--- config.mk ---
export PLATFORM = sky130hd
export DESIGN_NAME = panel_power_backlight_sequencer
export DESIGN_NICKNAME = d
export VERILOG_FILES = /design/src/common/panel_seq_pkg.sv /design/src/ms_tick_gen.sv /design/src/panel_power_backlight_sequencer.sv
export VERILOG_INCLUDE_DIRS = /design/src /design/src/common
export SDC_FILE = /design/constraint.sdc
export NUM_CORES = 1
export LEC_CHECK = 0
export ABC_AREA = 1
export BUFFER_PORTS_ARGS = -buffer_cell sky130_fd_sc_hd__buf_2
export CAP_MARGIN = 20
export CORE_MARGIN = 2
export CORE_UTILIZATION = 56
export DETAILED_ROUTE_END_ITERATION = 7
export PLACE_DENSITY_LB_ADDON = 0.08
export SETUP_SLACK_MARGIN = 0.15
export SYNTH_ARGS = -nofsm -noshare
export SYNTH_HDL_FRONTEND = slang
export SYNTH_SLANG_ARGS = --single-unit
export TNS_END_PERCENT = 10
--- constraint.sdc ---
create_clock -name mclk -period 2.1 [get_ports mclk]
set_input_delay 0.105 -clock mclk [delete_from_list [all_inputs] [get_ports mclk]]
set_output_delay 0.105 -clock mclk [all_outputs]
set_load 0.01 [all_outputs]
--- src/common/panel_seq_params.svh ---
// Timing and width constants for the panel power and backlight sequencer
`ifndef PANEL_SEQ_PARAMS_SVH
`define PANEL_SEQ_PARAMS_SVH

// ----------------------------------------------------------------------
// Clock and millisecond base
// ----------------------------------------------------------------------
`define CLK_PERIOD_NS   4
`define MS_NS           1000000
`define MS_CYCLES_DEF   (`MS_NS / `CLK_PERIOD_NS)

// ----------------------------------------------------------------------
// Sequence gaps in milliseconds
// ----------------------------------------------------------------------
`define T2_MIN_MS       16'h001E
`define T2_MAX_MS       16'h005A
`define T3_MIN_MS       16'h00C8
`define T5_MIN_MS       16'h000A
`define T6_MIN_MS       16'h000A
`define T7_MIN_MS       16'h0000
`define T8_MIN_MS       16'h000A
`define T10_MIN_MS      16'h00C8
`define T11_MAX_MS      16'h0032
`define OFF_MS_DEF      16'h01F4
`define SUP_TIMEOUT_MS  16'h0014
`define BLG_TIMEOUT_MS  16'h001E

// ----------------------------------------------------------------------
// Widths and dimming generator
// ----------------------------------------------------------------------
`define WAIT_W          16
`define STATE_W         4
`define DUTY_W          8
`define PWM_TICK_CYCLES 50
`define WAIT_MAX        16'hFFFF

`endif

--- src/common/panel_seq_pkg.sv ---
// Types shared by the panel power and backlight sequencer
`include "panel_seq_params.svh"

package panel_seq_pkg;

  // Sequence states, Gray coded along the power-up and power-down path
  typedef enum logic [`STATE_W-1:0] {
    S_IDLE     = 4'h0,
    S_SUP_WAIT = 4'h1,
    S_SIG_WAIT = 4'h3,
    S_BLP_WAIT = 4'h2,
    S_BLG_WAIT = 4'h6,
    S_PWM_WAIT = 4'h7,
    S_EN_WAIT  = 4'h5,
    S_ON       = 4'h4,
    S_EN_OFF   = 4'hC,
    S_PWM_OFF  = 4'hD,
    S_BLP_OFF  = 4'hF,
    S_SIG_HOLD = 4'hE,
    S_SUP_OFF  = 4'hA,
    S_OFF_WAIT = 4'hB
  } seq_state_t;

  // Pins driven into the display module
  typedef struct packed {
    logic supplyEn;     // module_supply_input switch
    logic signalValid;  // video interface driven valid
    logic blPowerEn;    // backlight driver supply switch
    logic blDimming;    // backlight_dimming_input PWM
    logic blEnable;     // backlight_enable_input
  } panel_pins_t;

endpackage : panel_seq_pkg

--- src/ms_tick_gen.sv ---
// Clock divider giving a one-cycle enable pulse every DIV cycles
module ms_tick_gen #(
  parameter int unsigned DIV = 2
) (
  // Clock and reset
  input  wire logic mclk,
  input  wire logic rst_n,
  // Restart the period
  input  wire logic clear,
  // Enable pulse
  output logic      tick
);

  logic [31:0] count_r;

  // ----------------------------------------------------------------------
  // Period counter
  // ----------------------------------------------------------------------
  always_ff @(posedge mclk) begin
    if (!rst_n || clear) begin
      count_r <= 32'h0;
      tick    <= 1'b0;
    end else if (count_r == 32'(DIV - 1)) begin
      count_r <= 32'h0;
      tick    <= 1'b1;
    end else begin
      count_r <= count_r + 32'h1;
      tick    <= 1'b0;
    end
  end

endmodule : ms_tick_gen

--- src/panel_power_backlight_sequencer.sv ---
// Host-side power and backlight sequencer for a display module
// Contract
// - Interface signals go valid between 30 ms and 90 ms after module supply is good.
// - Backlight power switches on no sooner than 200 ms after signals go valid.
// - Dimming PWM starts no sooner than 10 ms after backlight power is good.
// - Backlight enable rises no sooner than 10 ms after the dimming PWM starts.
// - On power-down the backlight enable falls first, the PWM stops with it or later.
// - Backlight power is removed no sooner than 10 ms after the PWM stops.
// - Signals stay valid at least 200 ms after the backlight is off, then are disabled.
// - Module supply is removed within 0 to 50 ms after the signals are disabled.
// - While module supply is off every output to the module is low.
// - While module supply is on every module input is actively driven.
// - The dimming PWM output feeds the backlight driver brightness input.
// - The backlight enable is a separate logic level that switches the driver.
`include "panel_seq_params.svh"

module panel_power_backlight_sequencer
  import panel_seq_pkg::*;
#(
  parameter int unsigned MS_CYCLES = `MS_CYCLES_DEF,
  parameter logic [`WAIT_W-1:0] OFF_MS = `OFF_MS_DEF
) (
  // Clock and reset
  input  wire logic               mclk,
  input  wire logic               rst_n,
  // Host control
  input  wire logic               powerReq,
  input  wire logic [`DUTY_W-1:0] dimDuty,
  // Supply monitors from the board
  input  wire logic               supplyGoodPin,
  input  wire logic               blPowerGoodPin,
  // Pins to the display module
  output panel_pins_t             panelPins,
  // Status
  output logic                    panelOn,
  output logic                    seqFault
);

  seq_state_t          state_r, state_nxt;
  logic [1:0]          supSync_r, blgSync_r;
  logic                supplyGood, blGood;
  logic [`WAIT_W-1:0]  waitMs_r;
  logic                msTick, pwmTick, stepClr;
  logic [`DUTY_W-1:0]  pwmCnt_r;
  logic                pwmRun_r;

  // Elapsed time in the current state has reached a limit
  function automatic logic reached(input logic [`WAIT_W-1:0] cnt,
                                   input logic [`WAIT_W-1:0] lim);
    return cnt >= lim;
  endfunction : reached

  // Steps in which the dimming output runs
  function automatic logic pwmActive(input seq_state_t s);
    return s inside {S_EN_WAIT, S_ON, S_EN_OFF};
  endfunction : pwmActive

  // ----------------------------------------------------------------------
  // Input synchronisers
  // ----------------------------------------------------------------------
  always_ff @(posedge mclk) begin
    if (!rst_n) begin
      supSync_r <= 2'h0;
      blgSync_r <= 2'h0;
    end else begin
      supSync_r <= {supSync_r[0], supplyGoodPin};
      blgSync_r <= {blgSync_r[0], blPowerGoodPin};
    end
  end
  assign supplyGood = supSync_r[1];
  assign blGood     = blgSync_r[1];

  // ----------------------------------------------------------------------
  // Millisecond and PWM dividers
  // ----------------------------------------------------------------------
  assign stepClr = (state_nxt != state_r);

  ms_tick_gen #(.DIV(MS_CYCLES)) msDiv (
    .mclk  (mclk),
    .rst_n (rst_n),
    .clear (stepClr),
    .tick  (msTick)
  );

  ms_tick_gen #(.DIV(`PWM_TICK_CYCLES)) pwmDiv (
    .mclk  (mclk),
    .rst_n (rst_n),
    .clear (1'b0),
    .tick  (pwmTick)
  );

  // Milliseconds spent in the current state, restarted on each step
  always_ff @(posedge mclk) begin
    if (!rst_n || stepClr) begin
      waitMs_r <= '0;
    end else if (msTick && waitMs_r != `WAIT_MAX) begin
      waitMs_r <= waitMs_r + 16'h0001;
    end
  end

  // ----------------------------------------------------------------------
  // Sequence state machine
  // ----------------------------------------------------------------------
  always_comb begin
    state_nxt = state_r;
    case (state_r)
      S_IDLE:     if (powerReq) state_nxt = S_SUP_WAIT;
      S_SUP_WAIT: begin
        if (!powerReq) state_nxt = S_SUP_OFF;
        else if (supplyGood) state_nxt = S_SIG_WAIT;
        else if (reached(waitMs_r, `SUP_TIMEOUT_MS)) state_nxt = S_SUP_OFF;
      end
      S_SIG_WAIT: begin
        if (!powerReq || !supplyGood) state_nxt = S_SUP_OFF;
        else if (reached(waitMs_r, `T2_MIN_MS)) state_nxt = S_BLP_WAIT;
      end
      S_BLP_WAIT: begin
        if (!powerReq) state_nxt = S_SIG_HOLD;
        else if (reached(waitMs_r, `T3_MIN_MS)) state_nxt = S_BLG_WAIT;
      end
      S_BLG_WAIT: begin
        if (!powerReq) state_nxt = S_BLP_OFF;
        else if (blGood) state_nxt = S_PWM_WAIT;
        else if (reached(waitMs_r, `BLG_TIMEOUT_MS)) state_nxt = S_BLP_OFF;
      end
      S_PWM_WAIT: begin
        if (!powerReq || !blGood) state_nxt = S_BLP_OFF;
        else if (reached(waitMs_r, `T5_MIN_MS)) state_nxt = S_EN_WAIT;
      end
      S_EN_WAIT: begin
        if (!powerReq) state_nxt = S_PWM_OFF;
        else if (reached(waitMs_r, `T6_MIN_MS)) state_nxt = S_ON;
      end
      S_ON:       if (!powerReq) state_nxt = S_EN_OFF;
      S_EN_OFF:   begin
        if (reached(waitMs_r, `T7_MIN_MS)) state_nxt = S_PWM_OFF;
      end
      S_PWM_OFF:  if (reached(waitMs_r, `T8_MIN_MS)) state_nxt = S_BLP_OFF;
      S_BLP_OFF:  state_nxt = S_SIG_HOLD;
      S_SIG_HOLD: if (reached(waitMs_r, `T10_MIN_MS)) state_nxt = S_SUP_OFF;
      S_SUP_OFF:  state_nxt = S_OFF_WAIT;
      S_OFF_WAIT: if (reached(waitMs_r, OFF_MS)) state_nxt = S_IDLE;
      default:    state_nxt = S_IDLE;
    endcase
    // Lost supply drops every pin at once
    if (!supplyGood && state_r inside {S_BLP_WAIT, S_BLG_WAIT, S_PWM_WAIT, S_EN_WAIT,
                                       S_ON, S_EN_OFF, S_PWM_OFF, S_BLP_OFF, S_SIG_HOLD})
      state_nxt = S_SUP_OFF;
  end

  always_ff @(posedge mclk) begin
    if (!rst_n) begin
      state_r <= S_IDLE;
    end else begin
      state_r <= state_nxt;
    end
  end

  // ----------------------------------------------------------------------
  // Dimming PWM generator
  // ----------------------------------------------------------------------
  always_ff @(posedge mclk) begin
    if (!rst_n) begin
      pwmCnt_r <= '0;
    end else if (pwmTick) begin
      pwmCnt_r <= pwmCnt_r + 8'h01;
    end
  end

  // PWM runs from its start step until its stop step
  always_ff @(posedge mclk) begin
    if (!rst_n) begin
      pwmRun_r <= 1'b0;
    end else begin
      pwmRun_r <= pwmActive(state_nxt);
    end
  end

  // ----------------------------------------------------------------------
  // Module pins, all registered and always driven
  // ----------------------------------------------------------------------
  always_ff @(posedge mclk) begin
    if (!rst_n) begin
      panelPins <= '0;
    end else begin
      panelPins.supplyEn    <= !(state_nxt inside {S_IDLE, S_SUP_OFF, S_OFF_WAIT});
      panelPins.signalValid <= state_nxt inside {S_BLP_WAIT, S_BLG_WAIT, S_PWM_WAIT,
                                                 S_EN_WAIT, S_ON, S_EN_OFF, S_PWM_OFF,
                                                 S_BLP_OFF, S_SIG_HOLD};
      panelPins.blPowerEn   <= state_nxt inside {S_BLG_WAIT, S_PWM_WAIT, S_EN_WAIT,
                                                 S_ON, S_EN_OFF, S_PWM_OFF};
      // Gated by the next step so it drops together with the supply
      panelPins.blDimming   <= pwmActive(state_nxt) && (pwmCnt_r < dimDuty);
      panelPins.blEnable    <= (state_nxt == S_ON);
    end
  end

  // ----------------------------------------------------------------------
  // Status
  // ----------------------------------------------------------------------
  always_ff @(posedge mclk) begin
    if (!rst_n) begin
      panelOn <= 1'b0;
    end else begin
      panelOn <= (state_nxt == S_ON);
    end
  end

  // Sticky fault on timeout or supply loss, cleared by a new power-up
  always_ff @(posedge mclk) begin
    if (!rst_n || state_r == S_IDLE && powerReq) begin
      seqFault <= 1'b0;
    end else if (state_nxt == S_SUP_OFF && powerReq) begin
      seqFault <= 1'b1;
    end
  end

  // ----------------------------------------------------------------------
  // Assertions
  // ----------------------------------------------------------------------
  property p_sig_after_supply;
    @(posedge mclk) disable iff (!rst_n)
      $rose(panelPins.signalValid) |-> $past(waitMs_r, 2) >= `T2_MIN_MS - 16'h0001
        && $past(waitMs_r, 2) <= `T2_MAX_MS && panelPins.supplyEn;
  endproperty
  a_sig_after_supply: assert property (p_sig_after_supply)
    else $error("signals valid outside supply window");

  property p_blp_after_sig;
    @(posedge mclk) disable iff (!rst_n)
      $rose(panelPins.blPowerEn) |-> $past(state_r) == S_BLP_WAIT
        && $past(waitMs_r) >= `T3_MIN_MS && panelPins.signalValid;
  endproperty
  a_blp_after_sig: assert property (p_blp_after_sig)
    else $error("backlight power before signal gap");

  property p_pwm_after_blg;
    @(posedge mclk) disable iff (!rst_n)
      $rose(pwmRun_r) |-> $past(state_r) == S_PWM_WAIT && $past(waitMs_r) >= `T5_MIN_MS;
  endproperty
  a_pwm_after_blg: assert property (p_pwm_after_blg)
    else $error("pwm started too early");

  property p_en_after_pwm;
    @(posedge mclk) disable iff (!rst_n)
      $rose(panelPins.blEnable) |-> pwmRun_r && $past(waitMs_r) >= `T6_MIN_MS;
  endproperty
  a_en_after_pwm: assert property (p_en_after_pwm)
    else $error("backlight enable too early");

  property p_en_before_pwm_off;
    @(posedge mclk) disable iff (!rst_n)
      $fell(pwmRun_r) |-> !panelPins.blEnable;
  endproperty
  a_en_before_pwm_off: assert property (p_en_before_pwm_off)
    else $error("pwm stopped while enable high");

  property p_blp_off_gap;
    @(posedge mclk) disable iff (!rst_n)
      $fell(panelPins.blPowerEn) && $past(state_r) == S_PWM_OFF
        |-> !pwmRun_r && $past(waitMs_r) >= `T8_MIN_MS;
  endproperty
  a_blp_off_gap: assert property (p_blp_off_gap)
    else $error("backlight power removed too soon");

  property p_sig_hold;
    @(posedge mclk) disable iff (!rst_n)
      $fell(panelPins.signalValid) |-> !panelPins.blPowerEn && !panelPins.blEnable;
  endproperty
  a_sig_hold: assert property (p_sig_hold)
    else $error("signals disabled with backlight on");

  property p_supply_after_sig;
    @(posedge mclk) disable iff (!rst_n)
      $fell(panelPins.signalValid) |-> ##[0:2] !panelPins.supplyEn;
  endproperty
  a_supply_after_sig: assert property (p_supply_after_sig)
    else $error("supply not removed after signals");

  property p_low_when_off;
    @(posedge mclk) disable iff (!rst_n)
      !panelPins.supplyEn |-> !panelPins.signalValid && !panelPins.blPowerEn
        && !panelPins.blEnable && !pwmRun_r && !panelPins.blDimming;
  endproperty
  a_low_when_off: assert property (p_low_when_off)
    else $error("pin high with supply off");

  property p_off_time;
    @(posedge mclk) disable iff (!rst_n)
      $past(state_r) == S_OFF_WAIT && state_r == S_IDLE |-> $past(waitMs_r) >= OFF_MS;
  endproperty
  a_off_time: assert property (p_off_time)
    else $error("off time cut short");

endmodule : panel_power_backlight_sequencer
==> impl_results.md <==
- Syn_area_per_cell: 6.77 um^2
- Root Buffer: clkbuf_8
- Worst hold-check path type: primary input to register
- Asr flop ratio synth: 0%
- Tmin final: 2190 ps
- Tot GR Track Use: 24.6%
- Post-layout utilization of the core: 68.9%
- Worst reg2reg path endpoint: msDiv.count_r[29]$_SDFF_PP0_
- Slew of the pin with the lowest slew margin: 443 ps
- NumNets Final: 943
- Total Wirelength: 13.9 mm
- Num CTS Buffers: 9
- Wire per inst: 13.2 um
- Sequential Power Share: 39.9%
- Synth Cell Area: 0.00577 mm^2
- Crit path DAT: 2450 ps
- Half-perimeter wire length after placement: 9.58 mm
- Non-Filler Instances: 1058
- Fmax: 457 MHz
- Largest net degree at the start of global routing: 35
- Crit Path Class: register to register
- First-pass GRT wire length: 22.7 mm
- Layout area overhead: 21.7%
- Initial Utilization: 56.7%
- Worst VDD drop: 0.000562 V
- Startpoint Class: register
- Clock Tree Buf Depth: 2
- Slew Limit Fails: 0
- Total internal power: 3.39 mW
- Routability cong.: 0.941
- IO Pins: 20
- GRT overflow: 0
- Initial antenna violation count: 0
- Placed cells: 1032
- Worst-path maximum fanout: 17
- Lkg Pwr: 2.98 nW
- Htree depth: 3
- Setup crit start: waitMs_r[5]$_SDFFE_PP0P_
- Final setup fails: 49
- Rows: 37
- Routed Antenna Nets: 0
- WHS: 83.1 ps
- Period utilisation layout: 104%
- PwrDens: 757 mW/mm^2
- Die W: 106 um
- RSZ-0062 raised after global routing: yes
- Share of cells above drive strength 1: 20.8%
- Clock Latency Late Sink: 380 ps
- Syn_nets: 878
- Worst Clk Skew: 7.64 ps
- Fill cells: 882
- Violated checks: setup timing
- Total Power: 5.31 mW
- Sequential area share after synthesis: 36.1%
- Prevailing post-synth register cell: dfxtp_1
- Clk network pwr share: 24.9%
- Vias in the first global route: 5227
- Die height: 106 um
- Reg-to-reg startpoint: waitMs_r[5]$_SDFFE_PP0P_
- Max-cap viol count: 0
- Yosys top cell area share: 36.1%
- Hold Path Depth: 3
- Clock Sinks: 104
- CP top delay family: simple AND/OR/NAND/NOR gates
- Cell accounting for the most synthesized area: dfxtp_1
- Setup slack after layout: -86.9 ps
- Post-synth EDFFs: 0
- Via count: 5631
- Cells along the critical path: nor3_2 > nand4_1 > nand2_2 > nand2_1 > nor2_1 > nand3_1 > nand3_1 > nand2_2 > nand4_4 > buf_12 > nor3_1
- Combinational share of power: 35.2%
- Antenna cells: 0
- Slew headroom: 70.2%
- Reg clk slew, reported paths: 100 ps
- Slowest CP cell: nor3_2
- Synth Register Bits: 104
- Buf/Inv on CP: 1
- DR pass1 iterations: 5
- Routed vias/inst: 5.32
- Worst Reg-to-Reg Cells: 11
- Status: finished, violations left
- Post-Route Setup TNS: -2600 ps
- Number of port buffers: 19
- CP Capture Type: register
- Core Region: 0.0102 mm^2
- Sw Pwr: 1.93 mW
- Initial DRC count: 319
- Ranking of synthesized cells by area: dfxtp_1 (36%), nand2_1 (11%), inv_1 (9.4%)
- WHS Endpoint: blgSync_r[1]$_SDFF_PN0_
- CTS tree: yes
- HP Start: rst_n
- # DRC: 0
- Critical Path RT: 2370 ps
- Die ar.: 0.0111 mm^2
- Largest stage delay on the critical path: 420 ps
- Synthesis warning total: 0
- Worst reg2reg setup slack: -90 ps
- Distinct cells, synth: 39
- Switching portion of total power: 36.2%
- Fin. Hold Viols: 0
- Post-Synthesis Cells: 852
metrics by stage:
step	cell area (um^2)	setup WS, ps
2_1_floorplan	5780	86.4
3_3_place_gp	6290	9.80
3_5_place_dp	6290	-54.4
4_1_cts	6600	18.2
5_1_grt	7020	-223
6_report	7020	-86.9
metal layers:
metal / wire, um / vias up / GRT usage (%)
li1: - / 2848 / -
met1: 5920 / 2583 / 30.1
met2: 6860 / 158 / 42.4
met3: 728 / 42 / 5.07
met4: 415 / 0 / 9.12
met5: 0 / - / 0
kinds of logic after synthesis:
group | after synthesis | share of synthesized area, %
xor+xnor | 54 | 8.20
compound gates | 53 | 5.33
fa+ha+maj | 13 | 2.82
buf+inv | 170 | 11.6
simple gates | 458 | 36.0
flops | 104 | 36.1
power by group through the flow:
| stage | Sequential (mW) | Clock, mW | Combinational (mW) |
|---|---|---|---|
| after floorplan | 2.14 | 0 | 0.943 |
| after global routing | 2.13 | 1.43 | 1.99 |
| final | 2.12 | 1.32 | 1.87 |
| after detailed placement | 2.15 | 0 | 1.42 |
| after global placement | 2.15 | 0 | 1.42 |
| after CTS | 2.11 | 1.36 | 1.50 |
area by class of cell:
cell class	instances	area (um^2)	share of cell area (%)
flip-flops and latches	104	2110	30.0
well taps	136	170	2.42
clock inverters	7	88.8	1.27
repair buffers	70	554	7.90
clock buffers	9	124	1.76
multi-input cells	578	3400	48.4
inverters	154	578	8.23
tightest hold or removal path, cell delays in order:
cell,delay [ps]
buf_2,200
nand2_1,90
inv_1,30
Yosys cell counts (2+ instances only):
library cell / count
a21oi_1: 24
a21oi_2: 2
a31oi_1: 2
buf_2: 5
buf_4: 4
clkbuf_1: 6
clkinv_1: 2
dfxtp_1: 104
ha_1: 13
inv_1: 145
inv_2: 7
nand2_1: 167
nand3_1: 36
nand3_2: 2
nand4_1: 36
nor2_1: 105
nor2_2: 8
nor3_1: 73
nor3_2: 2
nor3b_1: 2
nor4_1: 17
o21ai_0: 15
o21ai_2: 2
o31ai_1: 2
or2_2: 5
xnor2_1: 17
xor2_1: 37
sequential cells by signal, indices dropped and copies added, names as in the netlist:
| register | flops |
|---|---|
| pwmCnt_r | 8 |
| blgSync_r | 2 |
| panelOn | 1 |
| msDiv.count_r | 32 |
| supSync_r | 2 |
| pwmDiv.count_r | 32 |
| waitMs_r | 16 |
| pwmDiv.tick | 1 |
| state_r | 4 |
| panelPins | 4 |
| msDiv.tick | 1 |
| seqFault | 1 |
placed cells by master (no fill, tap or decap), types with 3 or more instances in the layout:
cell type	count
dfxtp_2	11
nor3_2	9
dfxtp_4	3
clkbuf_8	9
ha_1	12
nand4_1	36
o21ai_0	12
xor2_1	37
nor2_2	13
dfxtp_1	90
nor3_4	7
buf_2	19
nor4_2	4
xnor2_1	17
nor2_1	89
nor4_1	13
or2_2	5
buf_6	3
a21oi_1	24
buf_4	42
nand3_1	31
inv_2	8
nand2_2	19
nor3_1	59
nand2_1	148
inv_6	3
nand3_2	5
o21ai_1	3
inv_1	144
nor2_4	11
worst max path at each step:
stage	cells after the start	endpoint	slack, ps
global route	11	msDiv.count_r[28]$_SDFF_PP0_	-220
finish	11	msDiv.count_r[29]$_SDFF_PP0_	-90
detailed placement	13	waitMs_r[14]$_SDFFE_PP0P_	-50
CTS	11	msDiv.count_r[24]$_SDFF_PP0_	20
global placement	13	waitMs_r[14]$_SDFFE_PP0P_	10
floorplan	14	pwmDiv.count_r[20]$_SDFF_PP0_	90
timing repair:
item                                   CTS  global route
hold buffers                             2             0
setup buffers                            1             3
pin swaps                                2            17
resized for setup                       20            86
endpoints found under the hold margin    2             0
setup endpoints to repair               57            73
gates cloned                             0             4
Note: power is estimated with default switching activity, not from simulation.
